===== config.mk =====
export PLATFORM = sky130hd
export DESIGN_NAME = mft_fault_tlb_ctrl
export DESIGN_NICKNAME = d
export VERILOG_FILES = /design/src/core/mft_pkg.sv /design/src/core/mft_fault_tlb_ctrl.sv
export VERILOG_INCLUDE_DIRS = /design/src /design/src/core
export SDC_FILE = /design/constraint.sdc
export NUM_CORES = 1
export LEC_CHECK = 0
export ABC_CLOCK_PERIOD_IN_PS = 3670
export BUFFER_PORTS_ARGS = -buffer_cell sky130_fd_sc_hd__buf_2
export CORE_UTILIZATION = 42
export DETAILED_ROUTE_END_ITERATION = 16
export MAX_ROUTING_LAYER = met4
export PLACE_DENSITY = 0.78
export SYNTH_ARGS = -nofsm -noshare
export SYNTH_HDL_FRONTEND = slang
export SYNTH_SLANG_ARGS = --single-unit

===== constraint.sdc =====
create_clock -name clk -period 3.67 [get_ports clk]
set_clock_uncertainty 0.15 [all_clocks]
set_input_delay 0 -clock clk [delete_from_list [all_inputs] [get_ports clk]]
set_output_delay 0 -clock clk [all_outputs]
set_load 0.02 [all_outputs]

===== src/core/mft_defines.svh =====
// Offsets, field positions and reset values of the fault and TLB control block
`ifndef MFT_DEFINES_SVH
`define MFT_DEFINES_SVH
`define MFT_OFF_FLAGS    8'h00
`define MFT_OFF_ACK      8'h04
`define MFT_OFF_BASE_HI  8'h08
`define MFT_OFF_BASE_LO  8'h0c
`define MFT_OFF_LOCK     8'h10
`define MFT_OFF_FADDR_HI 8'h14
`define MFT_OFF_FADDR_LO 8'h18
`define MFT_OFF_CTRL     8'h1c
`define MFT_OFF_MASK     8'h20
`define MFT_BIT_NOENTRY  0
`define MFT_BIT_NOWALK   1
`define MFT_BIT_PERM     2
`define MFT_BIT_PREF     3
`define MFT_FLAGS_W      4
`define MFT_BIT_ACK      0
`define MFT_BIT_WALKEN   2
`define MFT_BASE_HI_MSB  15
`define MFT_BASE_LO_MSB  15
`define MFT_BASE_LO_LSB  7
`define MFT_BASE_LO_W    9
`define MFT_BASE_W       25
`define MFT_VICT_MSB     8
`define MFT_VICT_LSB     4
`define MFT_LBASE_MSB    14
`define MFT_LBASE_LSB    10
`define MFT_PTR_W        5
`define MFT_VA_W         24
`define MFT_FA_HI_W      8
`define MFT_FA_LO_W      16
`define MFT_ADDR_W       8
`define MFT_RST_FLAGS    4'h0
`define MFT_RST_PTR      5'h00
`define MFT_RST_BASE     25'h0000000
`define MFT_RESP_OKAY    2'h0
`define MFT_RESP_SLVERR  2'h2
`define MFT_PTR_LAST     5'h1f
`endif


===== src/core/mft_pkg.sv =====
// Types shared by the fault and TLB control block
package mft_pkg;
    // Fault events reported by the translation datapath in one cycle
    typedef struct packed {
        logic        lookupMiss;
        logic        walkNoEntry;
        logic        permViolation;
        logic        prefetch;
        logic [23:0] vaddr;
    } mft_evt_s;
    // Read channel states
    typedef enum logic [0:0] {
        MFT_RD_IDLE = 1'b0,
        MFT_RD_RESP = 1'b1
    } mft_rd_e;
endpackage


===== src/core/mft_fault_tlb_ctrl.sv =====
// Fault reporting, interrupt acknowledge, table base and TLB lock pointers
`timescale 1ns/1ps
`include "mft_defines.svh"

module mft_fault_tlb_ctrl (
    // Clock and reset
    input  wire logic                 clk,
    input  wire logic                 sys_rst,
    // AXI4-Lite write channels
    input  wire logic [7:0]           s_axi_awaddr,
    input  wire logic                 s_axi_awvalid,
    output logic                      s_axi_awready,
    input  wire logic [31:0]          s_axi_wdata,
    input  wire logic [3:0]           s_axi_wstrb,
    input  wire logic                 s_axi_wvalid,
    output logic                      s_axi_wready,
    output logic [1:0]                s_axi_bresp,
    output logic                      s_axi_bvalid,
    input  wire logic                 s_axi_bready,
    // AXI4-Lite read channels
    input  wire logic [7:0]           s_axi_araddr,
    input  wire logic                 s_axi_arvalid,
    output logic                      s_axi_arready,
    output logic [31:0]               s_axi_rdata,
    output logic [1:0]                s_axi_rresp,
    output logic                      s_axi_rvalid,
    input  wire logic                 s_axi_rready,
    // Translation datapath side
    input  wire mft_pkg::mft_evt_s    faultEvt,
    input  wire logic                 victimAdvance,
    output logic                      walkerEnable,
    output logic [24:0]               tableBase,
    output logic [4:0]                victimPtr,
    output logic [4:0]                lockBase,
    // Fault interrupt
    output logic                      faultIrq
);

    logic [7:0]  awAddr_reg;
    logic [31:0] wData_reg;
    logic        doWrite;
    logic        wrHit;
    logic [31:0] wd;
    logic [3:0]  flags_reg;
    logic [3:0]  flagsSet;
    logic [3:0]  mask_reg;
    logic        ackWrite;
    logic [23:0] faultAddr_reg;
    logic        anyFault;
    logic        cfgOpen;
    logic [4:0]  victimNext;
    logic [31:0] rdValue;
    logic        rdHit;
    mft_pkg::mft_rd_e rdState_reg;

    // Write data with byte strobes applied
    always_comb begin
        wd = s_axi_wdata;
        for (int i = 0; i < 4; i++) begin
            // Lanes left off by the strobe write zeros, not old contents
            wd[i*8 +: 8] = s_axi_wstrb[i] ? s_axi_wdata[i*8 +: 8] : 8'h00;
        end
    end

    // Address and data are latched separately, in either order
    always_ff @(posedge clk) begin
        if (sys_rst) begin
            s_axi_awready <= 1'b1;
            s_axi_wready  <= 1'b1;
            awAddr_reg    <= 8'h00;
            wData_reg     <= 32'h00000000;
        end else begin
            if (s_axi_awvalid && s_axi_awready) begin
                awAddr_reg    <= s_axi_awaddr;
                s_axi_awready <= 1'b0;
            end
            if (s_axi_wvalid && s_axi_wready) begin
                wData_reg    <= wd;
                s_axi_wready <= 1'b0;
            end
            // Reopen both only once the response is taken
            if (s_axi_bvalid && s_axi_bready) begin
                s_axi_awready <= 1'b1;
                s_axi_wready  <= 1'b1;
            end
        end
    end

    // Both halves held and no response pending
    assign doWrite = !s_axi_awready && !s_axi_wready && !s_axi_bvalid;

    // Write decode; mapped offsets answer OKAY even if locked
    always_comb begin
        case (awAddr_reg)
            `MFT_OFF_FLAGS, `MFT_OFF_ACK, `MFT_OFF_BASE_HI, `MFT_OFF_BASE_LO,
            `MFT_OFF_LOCK, `MFT_OFF_FADDR_HI, `MFT_OFF_FADDR_LO,
            `MFT_OFF_CTRL, `MFT_OFF_MASK: wrHit = 1'b1;
            default: wrHit = 1'b0;
        endcase
    end

    // Write response
    always_ff @(posedge clk) begin
        if (sys_rst) begin
            s_axi_bvalid <= 1'b0;
            s_axi_bresp  <= `MFT_RESP_OKAY;
        end else if (doWrite) begin
            s_axi_bvalid <= 1'b1;
            s_axi_bresp  <= wrHit ? `MFT_RESP_OKAY : `MFT_RESP_SLVERR;
        end else if (s_axi_bready) begin
            s_axi_bvalid <= 1'b0;
        end
    end

    assign ackWrite = doWrite && (awAddr_reg == `MFT_OFF_ACK)
                      && wData_reg[`MFT_BIT_ACK];
    // Base and lock words are frozen while the walker runs
    assign cfgOpen = !walkerEnable;

    // Walker enable control
    always_ff @(posedge clk) begin
        if (sys_rst) begin
            walkerEnable <= 1'b0;
        end else if (doWrite && awAddr_reg == `MFT_OFF_CTRL) begin
            walkerEnable <= wData_reg[`MFT_BIT_WALKEN];
        end
    end

    // Interrupt mask, same layout as the flags
    always_ff @(posedge clk) begin
        if (sys_rst) begin
            mask_reg <= `MFT_RST_FLAGS;
        end else if (doWrite && awAddr_reg == `MFT_OFF_MASK) begin
            mask_reg <= wData_reg[`MFT_FLAGS_W-1:0];
        end
    end

    // Fault classification from one event cycle
    always_comb begin
        flagsSet = `MFT_RST_FLAGS;
        flagsSet[`MFT_BIT_NOWALK]  = faultEvt.lookupMiss && !walkerEnable;
        flagsSet[`MFT_BIT_NOENTRY] = faultEvt.walkNoEntry && walkerEnable;
        flagsSet[`MFT_BIT_PERM]    = faultEvt.permViolation;
        // Prefetch fails on either a plain miss or an empty walk
        flagsSet[`MFT_BIT_PREF]    = faultEvt.prefetch
            && (flagsSet[`MFT_BIT_NOWALK] || flagsSet[`MFT_BIT_NOENTRY]);
    end
    assign anyFault = |flagsSet;

    // Sticky flags; a new fault in the acknowledge cycle survives it
    always_ff @(posedge clk) begin
        if (sys_rst) begin
            flags_reg <= `MFT_RST_FLAGS;
        end else begin
            flags_reg <= (ackWrite ? `MFT_RST_FLAGS : flags_reg) | flagsSet;
        end
    end

    // Address of the latest fault
    always_ff @(posedge clk) begin
        if (sys_rst) begin
            faultAddr_reg <= 24'h000000;
        end else if (anyFault) begin
            faultAddr_reg <= faultEvt.vaddr;
        end
    end

    // Level interrupt, registered, from unmasked pending flags
    always_ff @(posedge clk) begin
        if (sys_rst) begin
            faultIrq <= 1'b0;
        end else begin
            faultIrq <= |((ackWrite ? `MFT_RST_FLAGS : flags_reg) & mask_reg
                          | (flagsSet & mask_reg));
        end
    end

    // Translation table base, written only with the walker off
    always_ff @(posedge clk) begin
        if (sys_rst) begin
            tableBase <= `MFT_RST_BASE;
        end else if (doWrite && cfgOpen) begin
            if (awAddr_reg == `MFT_OFF_BASE_HI) begin
                tableBase[`MFT_BASE_W-1:`MFT_BASE_LO_W] <=
                    wData_reg[`MFT_BASE_HI_MSB:0];
            end
            if (awAddr_reg == `MFT_OFF_BASE_LO) begin
                tableBase[`MFT_BASE_LO_W-1:0] <=
                    wData_reg[`MFT_BASE_LO_MSB:`MFT_BASE_LO_LSB];
            end
        end
    end

    // Victim steps past the locked region and wraps back to its base
    always_comb begin
        if (victimPtr == `MFT_PTR_LAST || victimPtr + 5'h01 < lockBase) begin
            victimNext = lockBase;
        end else begin
            victimNext = victimPtr + 5'h01;
        end
    end

    // Lock pointers: host write when the walker is off, walker advance otherwise
    always_ff @(posedge clk) begin
        if (sys_rst) begin
            victimPtr <= `MFT_RST_PTR;
            lockBase  <= `MFT_RST_PTR;
        end else if (doWrite && cfgOpen && awAddr_reg == `MFT_OFF_LOCK) begin
            victimPtr <= wData_reg[`MFT_VICT_MSB:`MFT_VICT_LSB];
            lockBase  <= wData_reg[`MFT_LBASE_MSB:`MFT_LBASE_LSB];
        end else if (victimAdvance && walkerEnable) begin
            victimPtr <= victimNext;
        end
    end

    // Read mux; unused bits stay zero
    always_comb begin
        rdValue = 32'h00000000;
        rdHit   = 1'b1;
        case (s_axi_araddr)
            `MFT_OFF_FLAGS:    rdValue[`MFT_FLAGS_W-1:0] = flags_reg;
            `MFT_OFF_ACK:      rdValue = 32'h00000000;
            `MFT_OFF_BASE_HI:
                rdValue[`MFT_BASE_HI_MSB:0] = tableBase[`MFT_BASE_W-1:`MFT_BASE_LO_W];
            `MFT_OFF_BASE_LO:
                rdValue[`MFT_BASE_LO_MSB:`MFT_BASE_LO_LSB] = tableBase[`MFT_BASE_LO_W-1:0];
            `MFT_OFF_LOCK: begin
                rdValue[`MFT_VICT_MSB:`MFT_VICT_LSB]   = victimPtr;
                rdValue[`MFT_LBASE_MSB:`MFT_LBASE_LSB] = lockBase;
            end
            `MFT_OFF_FADDR_HI:
                rdValue[`MFT_FA_HI_W-1:0] = faultAddr_reg[`MFT_VA_W-1:`MFT_FA_LO_W];
            `MFT_OFF_FADDR_LO:
                rdValue[`MFT_FA_LO_W-1:0] = faultAddr_reg[`MFT_FA_LO_W-1:0];
            `MFT_OFF_CTRL:     rdValue[`MFT_BIT_WALKEN] = walkerEnable;
            `MFT_OFF_MASK:     rdValue[`MFT_FLAGS_W-1:0] = mask_reg;
            default:           rdHit = 1'b0;
        endcase
    end

    // Read channel: one beat, answer in the cycle after address
    always_ff @(posedge clk) begin
        if (sys_rst) begin
            rdState_reg   <= mft_pkg::MFT_RD_IDLE;
            s_axi_arready <= 1'b1;
            s_axi_rvalid  <= 1'b0;
            s_axi_rdata   <= 32'h00000000;
            s_axi_rresp   <= `MFT_RESP_OKAY;
        end else begin
            case (rdState_reg)
                mft_pkg::MFT_RD_IDLE: begin
                    if (s_axi_arvalid) begin
                        s_axi_arready <= 1'b0;
                        s_axi_rvalid  <= 1'b1;
                        s_axi_rdata   <= rdValue;
                        s_axi_rresp   <= rdHit ? `MFT_RESP_OKAY : `MFT_RESP_SLVERR;
                        rdState_reg   <= mft_pkg::MFT_RD_RESP;
                    end
                end
                mft_pkg::MFT_RD_RESP: begin
                    if (s_axi_rready) begin
                        s_axi_rvalid  <= 1'b0;
                        s_axi_arready <= 1'b1;
                        rdState_reg   <= mft_pkg::MFT_RD_IDLE;
                    end
                end
                default: rdState_reg <= mft_pkg::MFT_RD_IDLE;
            endcase
        end
    end
endmodule


==> results of run 1 <==
## worst paths after layout
check,start,end
max,walkerEnable$_SDFFE_PP0P_,faultAddr_reg[5]$_SDFFE_PP0P_
min,s_axi_awvalid,awAddr_reg[1]$_SDFFE_PP0P_
max reg2reg,walkerEnable$_SDFFE_PP0P_,faultAddr_reg[5]$_SDFFE_PP0P_
min reg2reg,s_axi_rdata[11]$_SDFFE_PP0P_,s_axi_rdata[11]$_SDFFE_PP0P_
## power by group
part	leakage (nW)	switching [W]	total, W	internal [W]
logic	2.15	0.000175	0.000345	0.000169
clock network	0.285	0.000546	0.00159	0.00105
registers	0.954	0.0000340	0.00135	0.00131
total	3.39	0.000756	0.00329	0.00253
## layout make-up
cell class / count / area share
multi-input cells: 475 / 0.345
flip-flops and latches: 117 / 0.307
repair buffers: 249 / 0.242
clock buffers: 27 / 0.0698
well taps: 168 / 0.0275
clock inverters: 3 / 0.00524
inverters: 9 / 0.00442
## per-stage QoR
stage,util,area (µm²),instances
2_1_floorplan,-,5310,659
3_3_place_gp,0.486,5880,900
3_5_place_dp,0.486,5880,900
4_1_cts,0.630,7640,1048
5_1_grt,0.630,7640,1048
6_report,0.630,7640,1048
## cell usage in the layout (no fill, tap or decap), types with 5 or more instances in the layout
master / synthesis / layout
nand2_1: 137 / 137
buf_2: 11 / 128
dlygate4sd3_1: 0 / 118
dfxtp_1: 117 / 117
a21oi_1: 80 / 80
nor2_1: 50 / 50
mux2i_1: 37 / 37
nand3_1: 35 / 35
o21ai_0: 20 / 20
conb_1: 1 / 18
clkbuf_16: 0 / 17
inv_1: 9 / 9
a22oi_1: 8 / 8
a221oi_1: 7 / 7
nor3_1: 7 / 7
clkbuf_8: 0 / 7
nor2b_1: 6 / 6
nand2b_1: 6 / 6
ha_1: 6 / 6
mux2_2: 5 / 5
and2_1: 5 / 5
## what timing repair did
| item | in CTS | in global routing |
|---|---|---|
| hold endpoints to repair | 81 | 0 |
| gates resized for setup | 0 | 0 |
| hold buffers | 118 | 0 |
## synthesized netlist by cell type, types with 2 or more instances
cell / number / area [µm²]
nand4b_1: 2 / 17.5
dfxtp_1: 117 / 2340
nor2b_1: 6 / 37.5
o21ai_0: 20 / 100
a221oi_1: 7 / 61.3
nor3_1: 7 / 35.0
a31oi_1: 2 / 12.5
a21oi_1: 80 / 400
nand3b_1: 2 / 15.0
and3_1: 4 / 25.0
buf_1: 5 / 18.8
nand2_1: 137 / 514
inv_1: 9 / 33.8
o22ai_1: 3 / 18.8
mux2_2: 5 / 56.3
nor3_2: 2 / 20.0
a22oi_1: 8 / 60.1
and2_1: 5 / 31.3
nand3_1: 35 / 175
nand2b_1: 6 / 37.5
nand4_1: 2 / 12.5
mux2i_1: 37 / 370
o211ai_1: 2 / 15.0
nor2_1: 50 / 188
ha_1: 6 / 75.1
buf_4: 19 / 143
clkbuf_1: 22 / 82.6
o22a_1: 3 / 26.3
buf_2: 11 / 55.1
and2_0: 2 / 12.5
a2bb2oi_1: 2 / 17.5
## worst max-delay path: stages, from the launching register on
cell and delay [ns]:
dfxtp_1 0.56, and2_0 0.39, or3_1 0.72, nand2_1 0.21
a21oi_1 0.18, dlygate4sd3_1 0.57
## logic make-up after synthesis
family | count (synthesis) | share of synthesized area
simple gates | 268 | 0.231
compound gates | 139 | 0.158
flops | 117 | 0.446
buf+inv | 67 | 0.0656
mux | 42 | 0.0813
fa+ha+maj | 6 | 0.0143
xor+xnor | 2 | 0.00334
other cells | 1 | 0.000714
## metal layers
layer | vias up | share of wire
met5 | - | 0
met3 | 33 | 0.050
li1 | 2635 | -
met2 | 146 | 0.48
met4 | 0 | 0.025
met1 | 2431 | 0.44
==> PnR_summary.wiki, run 1 <==
{| class="wikitable"
! Metric !! Value
|-
| Setup TNS Final || 0 ns
|-
| Global routing met2 resource utilization || 0.402
|-
| Worst slew margin relative to its limit || 0.355
|-
| IO buf count || between 100 and 150
|-
| Largest net degree at the start of global routing || 76
|-
| Average routed wire per standard cell || 14.8 µm
|-
| Mapped Avg Cell Area || approximately 8.2 µm²
|-
| Cell area after synthesis || 5250 µm²
|-
| Global-route wire length before repair || roughly 25 mm
|-
| Clock buffer count from CTS || 17
|-
| Placeable core area || 12,100 µm²
|-
| Status || finished clean
|-
| RSZ-0062 raised after global routing || false
|-
| Final antenna diode count || 0
|-
| Clock root cell || clkbuf_16
|-
| Number of register bits inferred by synthesis || about 120
|-
| Effective utilization at floorplan || 0.433
|-
| DIE HEIGHT || between 100 and 150 µm
|-
| Crit path required time || ~3.9 ns
|-
| Overall Power || 0.00329 W
|-
| Arrival time reported for the critical path endpoint || slightly above 3 ns
|-
| Gr ovfl total || 0
|-
| Worst-case setup margin in the final layout || roughly 0.81 ns
|-
| Register area share after synthesis || 0.446
|-
| Flip-flop count of the largest register after layout || 25
|-
| Number of library cell types mapped by synthesis || 55
|-
| Register-to-register setup slack || 0.81 ns
|-
| Met1 capacity usage during global routing || 0.306
|-
| Number of inserted filler cells in the final layout || 1,067
|-
| Hold violation count in the final report || 0
|-
| Register area || 2340 µm²
|-
| Number of max-slew violations in the final report || 0
|-
| Setup crit start kind || flip-flop
|-
| Routed wire length || 15.5 mm
|-
| Clock-pin slew on the worst setup and hold paths || 0.05 ns
|-
| Via count of the first global-routing pass || between 5,000 and 6,000
|-
| Synthesized instance count || ~640
|-
| Number of sinks handled by clock tree synthesis || 117
|-
| Placer congestion estimate || slightly below 0.9
|-
| Kind of end point of the critical path || flip-flop
|-
| Max-capacitance violation count || 0
|-
| Class of the most critical setup path || reg2reg
|-
| Timing-limited maximum frequency || between 300 and 400 MHz
|-
| Fraction of final layout cells sized beyond drive strength 1 || 0.194
|-
| Postcts setup bufs || 0
|-
| P_leak || between 3 and 4 nW
|-
| Source-to-sink clock delay at the later pin of the worst-skew pair || 0.42 ns
|-
| Peak-usage layer in the global routing report || met2
|-
| Worst r2r path cells || 5
|-
| TritonCTS clock tree || built
|-
| Power per cell area || roughly 430 nW/µm²
|-
| Post-Place Setup Slack || 0.873 ns
|-
| Hold Slack || 0.0574 ns
|-
| Total Nets Final || around 960
|-
| Final setup vio count || 0
|-
| Detailed-routing iteration count for the pre-antenna-repair pass || 4
|-
| Post-layout minimum cycle time || 2.86 ns
|-
| Cell Rows || 40
|-
| Number of synthesized flops with an enable pin || 0
|-
| Area of the die || between 10,000 and 15,000 µm²
|-
| Area added between synthesis and finish || 45.5%
|-
| Post-DRT Antenna Nets || 0
|-
| Sum of net half-perimeters after detailed placement || about 10 mm
|-
| Number of levels in the clock H-tree || 4
|-
| Initial antenna violation count || 0
|-
| Async S/R FF share, synth || 0
|-
| Yosys warnings || 0
|-
| Number of cells on the worst hold path || 4
|-
| Maximum vdd ir drop || approximately 0.27 mV
|-
| Via count of the routed design || between 5,000 and 6,000
|-
| Max Fanout on Critical Path || 24
|-
| Hold Path Class || in2reg
|-
| Total track usage || 0.255
|-
| Detailed Route Iter0 Violations || roughly 270
|-
| Footprint of the multi-input gates || roughly 2600 µm²
|-
| DRC || 0
|-
| Period Utilization, post-route || 0.779
|-
| Pin slew with the least headroom to its limit || between 0.9 and 1 ns
|-
| Via density || between 5 and 6
|-
| Most frequently used flop master after synthesis || dfxtp_1
|-
| Total I/O pin count || approximately 170
|-
| Clock Tree Buf Depth || 2
|-
| Met3 global-route usage || 0.0611
|-
| Die X || around 110 µm
|}
(Power assumes the default switching activity.)
==> run 2, diff against run 1 <==
Settings changed: ABC_CLOCK_PERIOD_IN_PS 3670 to 2600, PLACE_DENSITY 0.78 to 0.8.
Clock period 3.67 ns to 2.6 ns, I/O delays scaled along.
==> PnR_summary.wiki, run 2 (synthesized netlist as in run 1, its figures left out) <==
{| class="wikitable"
! Metric !! Value
|-
| Maximum vdd ir drop || 0.333 mV (+22%)
|-
| Max Fanout on Critical Path || 3 (-88%)
|-
| Die X || 114 µm (unchanged)
|-
| Area of the die || 12,900 µm² (unchanged)
|-
| Class of the most critical setup path || reg2reg
|-
| DRC || 0 (unchanged)
|-
| Post-layout minimum cycle time || 2.58 ns (-0.281 ns)
|-
| Overall Power || 0.00477 W (+45%)
|-
| Setup crit start kind || flip-flop
|-
| Clock buffer count from CTS || 17 (unchanged)
|-
| Average routed wire per standard cell || 14.9 µm (+0.45%)
|-
| Number of levels in the clock H-tree || 4 (unchanged)
|-
| Worst slew margin relative to its limit || 0.558 (+0.203)
|-
| Routed wire length || 15.7 mm (+1.1%)
|-
| Placeable core area || 12,100 µm² (unchanged)
|-
| Gr ovfl total || 0 (unchanged)
|-
| IO buf count || 129 (unchanged)
|-
| Final setup vio count || 0 (unchanged)
|-
| TritonCTS clock tree || built
|-
| Hold Path Class || in2reg
|-
| Number of sinks handled by clock tree synthesis || 117 (unchanged)
|-
| Hold violation count in the final report || 0 (unchanged)
|-
| Total Nets Final || 968 (+0.52%)
|-
| Status || finished clean
|-
| Detailed-routing iteration count for the pre-antenna-repair pass || 4 (unchanged)
|-
| Library cell appearing most often on the critical path || ha_1
|-
| Max-capacitance violation count || 0 (unchanged)
|-
| Crit path required time || 2.78 ns (-1.10 ns)
|-
| Clock root cell || clkbuf_16
|-
| Flip-flop count of the largest register after layout || 25 (unchanged)
|-
| Global-route wire length before repair || 24.9 mm (+0.19%)
|-
| Via count of the routed design || 5,351 (+2.0%)
|-
| Largest net degree at the start of global routing || 76 (unchanged)
|-
| Postcts setup bufs || 0 (unchanged)
|-
| Critical path cell sequence || ha_1, xor2_1, ha_1, a21o_1, a31oi_2, o22a_1, mux2_2, o41ai_2
|-
| Cell Area, Placed || 5950 µm² (+1.2%)
|-
| Source-to-sink clock delay at the later pin of the worst-skew pair || 0.42 ns (about the same)
|-
| Effective utilization at floorplan || 0.433 (unchanged)
|-
| Period Utilization, post-route || 0.992 (+0.212)
|-
| Total track usage || 0.255 (-0.000261)
|-
| Power per cell area || 617 nW/µm² (+43%)
|-
| Initial antenna violation count || 0 (unchanged)
|-
| Via count of the first global-routing pass || 5,129 (-0.12%)
|-
| RSZ-0062 raised after global routing || true
|-
| Delay of the slowest cell on the worst path || 0.35 ns (-0.37 ns)
|-
| Kind of end point of the critical path || flip-flop
|-
| Via density || 5.07 (+1.3%)
|-
| Number of buffers and inverters on the critical path || 0 (-1)
|-
| Area added between synthesis and finish || 47.4%
|-
| Total I/O pin count || 166 (unchanged)
|-
| DIE HEIGHT || 114 µm (unchanged)
|-
| Cell Rows || 40 (unchanged)
|-
| Clock Tree Buf Depth || 2 (unchanged)
|-
| Final design area excluding fillers || 7740 µm² (+1.3%)
|-
| Fraction of final layout cells sized beyond drive strength 1 || 0.212 (+0.0176)
|-
| Detailed Route Iter0 Violations || 436 (+60%)
|-
| Timing-limited maximum frequency || 388 MHz (+11%)
|-
| Most common cell after layout, fill and taps aside || nand2_1
|-
| Sum of net half-perimeters after detailed placement || 9.92 mm (-1.6%)
|-
| Arrival time reported for the critical path endpoint || 2.75 ns (-0.31 ns)
|-
| Crit path max-delay cell type || mux2_2
|-
| Commonest non-fill, non-tap cells in the layout || nand2_1 (137), buf_2 (128), dfxtp_1 (115), dlygate4sd3_1 (115), a21oi_1 (79)
|-
| P_leak || 3.42 nW (+0.92%)
|-
| Post-DRT Antenna Nets || 0 (unchanged)
|-
| Placer congestion estimate || 0.891 (+2.1%)
|-
| Final non-filler cell total || 1,055 (+0.67%)
|-
| Dpl cells || 908 (+0.89%)
|-
| Final antenna diode count || 0 (unchanged)
|-
| Pin slew with the least headroom to its limit || 0.662 ns (-0.303 ns)
|-
| Number of max-slew violations in the final report || 0 (unchanged)
|-
| Largest delay contributor family on the critical path || compound AO/OA/AOI/OAI gates
|-
| Clock-pin slew on the worst setup and hold paths || 0.05 ns (about the same)
|}
## run 2: cell count changes in the layout (fill, tap and decap cells not counted), moves of 2 or more
cell and change:
buf_4 +7, clkbuf_8 -4, dlygate4sd3_1 -3, bufinv_16 +2, clkinv_2 +2, clkinvlp_4 +2
dfxtp_1 -2, dfxtp_2 +2
## run 2: final timing paths
path	slack (ns)	cells after the start	to	start
setup / recovery	0.02	8	victimPtr[4]$_SDFFE_PP0P_	victimPtr[0]$_SDFFE_PP0P_
hold / removal	0.06	4	awAddr_reg[7]$_SDFFE_PP0P_	s_axi_awvalid
setup reg to reg	0.02	8	victimPtr[4]$_SDFFE_PP0P_	victimPtr[0]$_SDFFE_PP0P_
hold reg to reg	0.30	2	s_axi_rdata[13]$_SDFFE_PP0P_	s_axi_rdata[13]$_SDFFE_PP0P_
## run 2: layout make-up
class	count	area, µm²
Clock buffer	23	478
Clock inverter	9	125
Fill cell	1050	4380
Inverter	9	33.8
Multi-Input combinational cell	475	2660
Sequential cell	117	2340
Tap cell	168	210
Timing Repair Buffer	254	1890
## run 2: per-stage QoR
stage          hold slack (ns)  setup TNS (ns)  utilization  setup WS [ns]
3_5_place_dp            0.0699               0        0.491         0.0446
3_3_place_gp            0.0611               0        0.491          0.103
2_1_floorplan          -0.0496               0            -         0.0268
5_1_grt                  0.107          -0.109        0.639         -0.109
4_1_cts                0.00488               0        0.636         0.0297
6_report                0.0554               0        0.639         0.0216
## run 2: worst reg2reg max path, delay by kind of cell (launching register included)
| family | cells | cell delay (ns) |
|---|---|---|
| XOR/XNOR | 1 | 0.24 |
| adder cells (fa/ha/maj) | 2 | 0.53 |
| multiplexers | 1 | 0.35 |
| AO/OA/AOI/OAI | 4 | 0.89 |
| flip-flops | 1 | 0.32 |
## run 2: what timing repair did
| action | 4_1_cts | 5_1_grt |
|---|---|---|
| hold endpoints to repair | 75 | 0 |
| resized for setup | 0 | 5 |
| endpoints found under the setup margin | 0 | 22 |
| hold buffers | 115 | 0 |
## run 2: power by group
part	internal, W	switching [W]
logic	0.000240	0.000246
clock network	0.00157	0.000813
registers	0.00185	0.0000484
## run 2: per-layer routing
metal / GRT usage / vias to the layer above / share of wire
met1: 0.308 / 2493 / 0.44
met5: - / - / 0
li1: - / 2654 / -
met2: 0.410 / 169 / 0.48
met3: 0.0569 / 35 / 0.059
met4: 0.108 / 0 / 0.022
==> run 3, diff against run 2 <==
Settings changed: HOLD_SLACK_MARGIN from default to 0.08.
==> PnR_summary.wiki, run 3 (synthesized netlist as in run 1, its figures left out) <==
{| class="wikitable"
! Metric !! Value
|-
| Status || finished clean
|-
| Flip-flop count of the largest register after layout || 25 (unchanged)
|-
| Total Nets Final || 980 (+1.2%)
|-
| Cell Area, Placed || 5950 µm² (unchanged)
|-
| Overall Power || 0.00478 W (+0.17%)
|-
| Register area || 2340 µm² (unchanged)
|-
| Period Utilization, post-route || 0.988 (-0.00351)
|-
| Most common cell after layout, fill and taps aside || nand2_1
|-
| Initial antenna violation count || 0 (unchanged)
|-
| Gr ovfl total || 0 (unchanged)
|-
| DRC || 0 (unchanged)
|-
| Routed wire length || 15.9 mm (+1.5%)
|-
| Number of inserted filler cells in the final layout || 1,025 (-2.4%)
|-
| Final non-filler cell total || 1,067 (+1.1%)
|-
| Via density || 5.07 (about the same)
|-
| Max Fanout on Critical Path || 3 (unchanged)
|-
| Final antenna diode count || 0 (unchanged)
|-
| Setup crit start kind || flip-flop
|-
| Final design area excluding fillers || 7860 µm² (+1.6%)
|-
| Hold Path Class || in2reg
|-
| Effective utilization at floorplan || 0.433 (unchanged)
|-
| Global-route wire length before repair || 25.3 mm (+1.7%)
|-
| Detailed Route Iter0 Violations || 393 (-9.9%)
|-
| Crit path required time || 2.77 ns (about the same)
|-
| Pin slew with the least headroom to its limit || 0.659 ns (-0.00258 ns)
|-
| TritonCTS clock tree || built
|-
| Hold violation count in the final report || 0 (unchanged)
|-
| Fraction of final layout cells sized beyond drive strength 1 || 0.209 (-0.00283)
|-
| DIE HEIGHT || 114 µm (unchanged)
|-
| Post-layout utilization of the core || 0.649 (+0.00992)
|-
| Timing-limited maximum frequency || 389 MHz (+0.35%)
|-
| Max-capacitance violation count || 0 (unchanged)
|-
| Cell Rows || 40 (unchanged)
|-
| Die X || 114 µm (unchanged)
|-
| Total track usage || 0.259 (+0.00418)
|-
| Register-to-register setup slack || 0.03 ns (about the same)
|-
| Post-DRT Antenna Nets || 0 (unchanged)
|-
| Power per cell area || 609 nW/µm² (-1.4%)
|-
| Average routed wire per standard cell || 14.9 µm (+0.35%)
|-
| Worst slew margin relative to its limit || 0.559 (+0.00172)
|-
| Internal power || 0.00368 W (+0.35%)
|-
| Flop pwr share || 0.398 (about the same)
|-
| Via count of the routed design || 5,415 (+1.2%)
|-
| Combinational Power Share || 0.105 (+0.003)
|-
| Switch share || 0.230 (-0.00135)
|-
| Number of levels in the clock H-tree || 4 (unchanged)
|-
| Commonest non-fill, non-tap cells in the layout || nand2_1 (137), buf_2 (128), dlygate4sd3_1 (127), dfxtp_1 (115), a21oi_1 (79)
|-
| Share of total power in the clock network || 0.497 (-0.003)
|-
| P_leak || 3.49 nW (+2.1%)
|-
| Clock Tree Buf Depth || 2 (unchanged)
|-
| Source-to-sink clock delay at the later pin of the worst-skew pair || 0.42 ns (about the same)
|-
| Power spent charging and discharging nets || 0.00110 W (-0.41%)
|-
| Maximum vdd ir drop || 0.327 mV (-1.8%)
|-
| Clock buffer count from CTS || 17 (unchanged)
|-
| Sum of net half-perimeters after detailed placement || 9.92 mm (unchanged)
|-
| Number of sinks handled by clock tree synthesis || 117 (unchanged)
|-
| Post-layout minimum cycle time || 2.57 ns (-0.00912 ns)
|-
| Total I/O pin count || 166 (unchanged)
|-
| Placeable core area || 12,100 µm² (unchanged)
|-
| Arrival time reported for the critical path endpoint || 2.74 ns (about the same)
|-
| IO buf count || 129 (unchanged)
|-
| Largest net degree at the start of global routing || 76 (unchanged)
|-
| Number of max-slew violations in the final report || 0 (unchanged)
|-
| Final setup vio count || 0 (unchanged)
|-
| Clock root cell || clkbuf_16
|-
| Area of the die || 12,900 µm² (unchanged)
|-
| Footprint of the multi-input gates || 2660 µm² (unchanged)
|-
| RSZ-0062 raised after global routing || true
|-
| Clock-pin slew on the worst setup and hold paths || 0.05 ns (about the same)
|-
| Detailed-routing iteration count for the pre-antenna-repair pass || 4 (unchanged)
|-
| Placer congestion estimate || 0.891 (unchanged)
|-
| Via count of the first global-routing pass || 5,222 (+1.8%)
|-
| Kind of end point of the critical path || flip-flop
|-
| Area added between synthesis and finish || 49.7%
|-
| Dpl cells || 908 (unchanged)
|-
| Class of the most critical setup path || reg2reg
|}
[run 3: area by class of cell]
type | count | share of cell area
clock inverter | 9 | 0.0159
inverter | 9 | 0.00430
timing repair buffer | 266 | 0.255
tap | 168 | 0.0268
sequential | 117 | 0.298
clock buffer | 23 | 0.0608
multi-input combinational | 475 | 0.338
[run 3: power by group through the flow]
stage               clock [W]  combinational (W)  sequential, W
floorplan                   0           0.000241        0.00194
global placement            0           0.000336        0.00194
detailed placement          0           0.000342        0.00194
CTS                   0.00240           0.000486        0.00190
global route          0.00249           0.000546        0.00191
finish                0.00238           0.000500        0.00190
[run 3: repair_timing]
item,in CTS,in global routing
setup buffers,0,0
hold endpoints to repair,75,6
resized for setup,0,5
hold buffers,125,3
endpoints found under the setup margin,0,23
[run 3: final timing paths]
check                                from                      endpoint  depth (start not counted)
min                       s_axi_araddr[2]   s_axi_rdata[2]$_SDFFE_PP0P_                          5
max reg2reg     victimPtr[0]$_SDFFE_PP0P_     victimPtr[4]$_SDFFE_PP0P_                          8
min reg2reg  s_axi_rdata[13]$_SDFFE_PP0P_  s_axi_rdata[13]$_SDFFE_PP0P_                          2
max             victimPtr[0]$_SDFFE_PP0P_     victimPtr[4]$_SDFFE_PP0P_                          8
[run 3: routing by layer]
metal  GRT usage  vias to the layer above  part of all wire
met5           -                        -                 0
met4       0.105                        0             0.016
met3      0.0542                       23             0.054
met2       0.423                      176              0.50
met1       0.312                     2539              0.43
li1            -                     2677                 -
[run 3: metrics by stage]
step	TNS (ns)	hold slack (ns)	setup slack, ns
3_3_place_gp	0	0.0611	0.103
5_1_grt	-0.109	0.174	-0.109
6_report	0	0.134	0.0307
2_1_floorplan	0	-0.0496	0.0268
3_5_place_dp	0	0.0699	0.0446
4_1_cts	0	0.0808	0.0123
[run 3: worst max-delay path, cell delays in order (launching register included)]
cell and delay (ns):
dfxtp_2 0.32, ha_1 0.21, xor2_1 0.24, ha_1 0.31, a21o_1 0.21, a31oi_2 0.15
o22a_1 0.22, mux2_2 0.35, o41ai_2 0.31
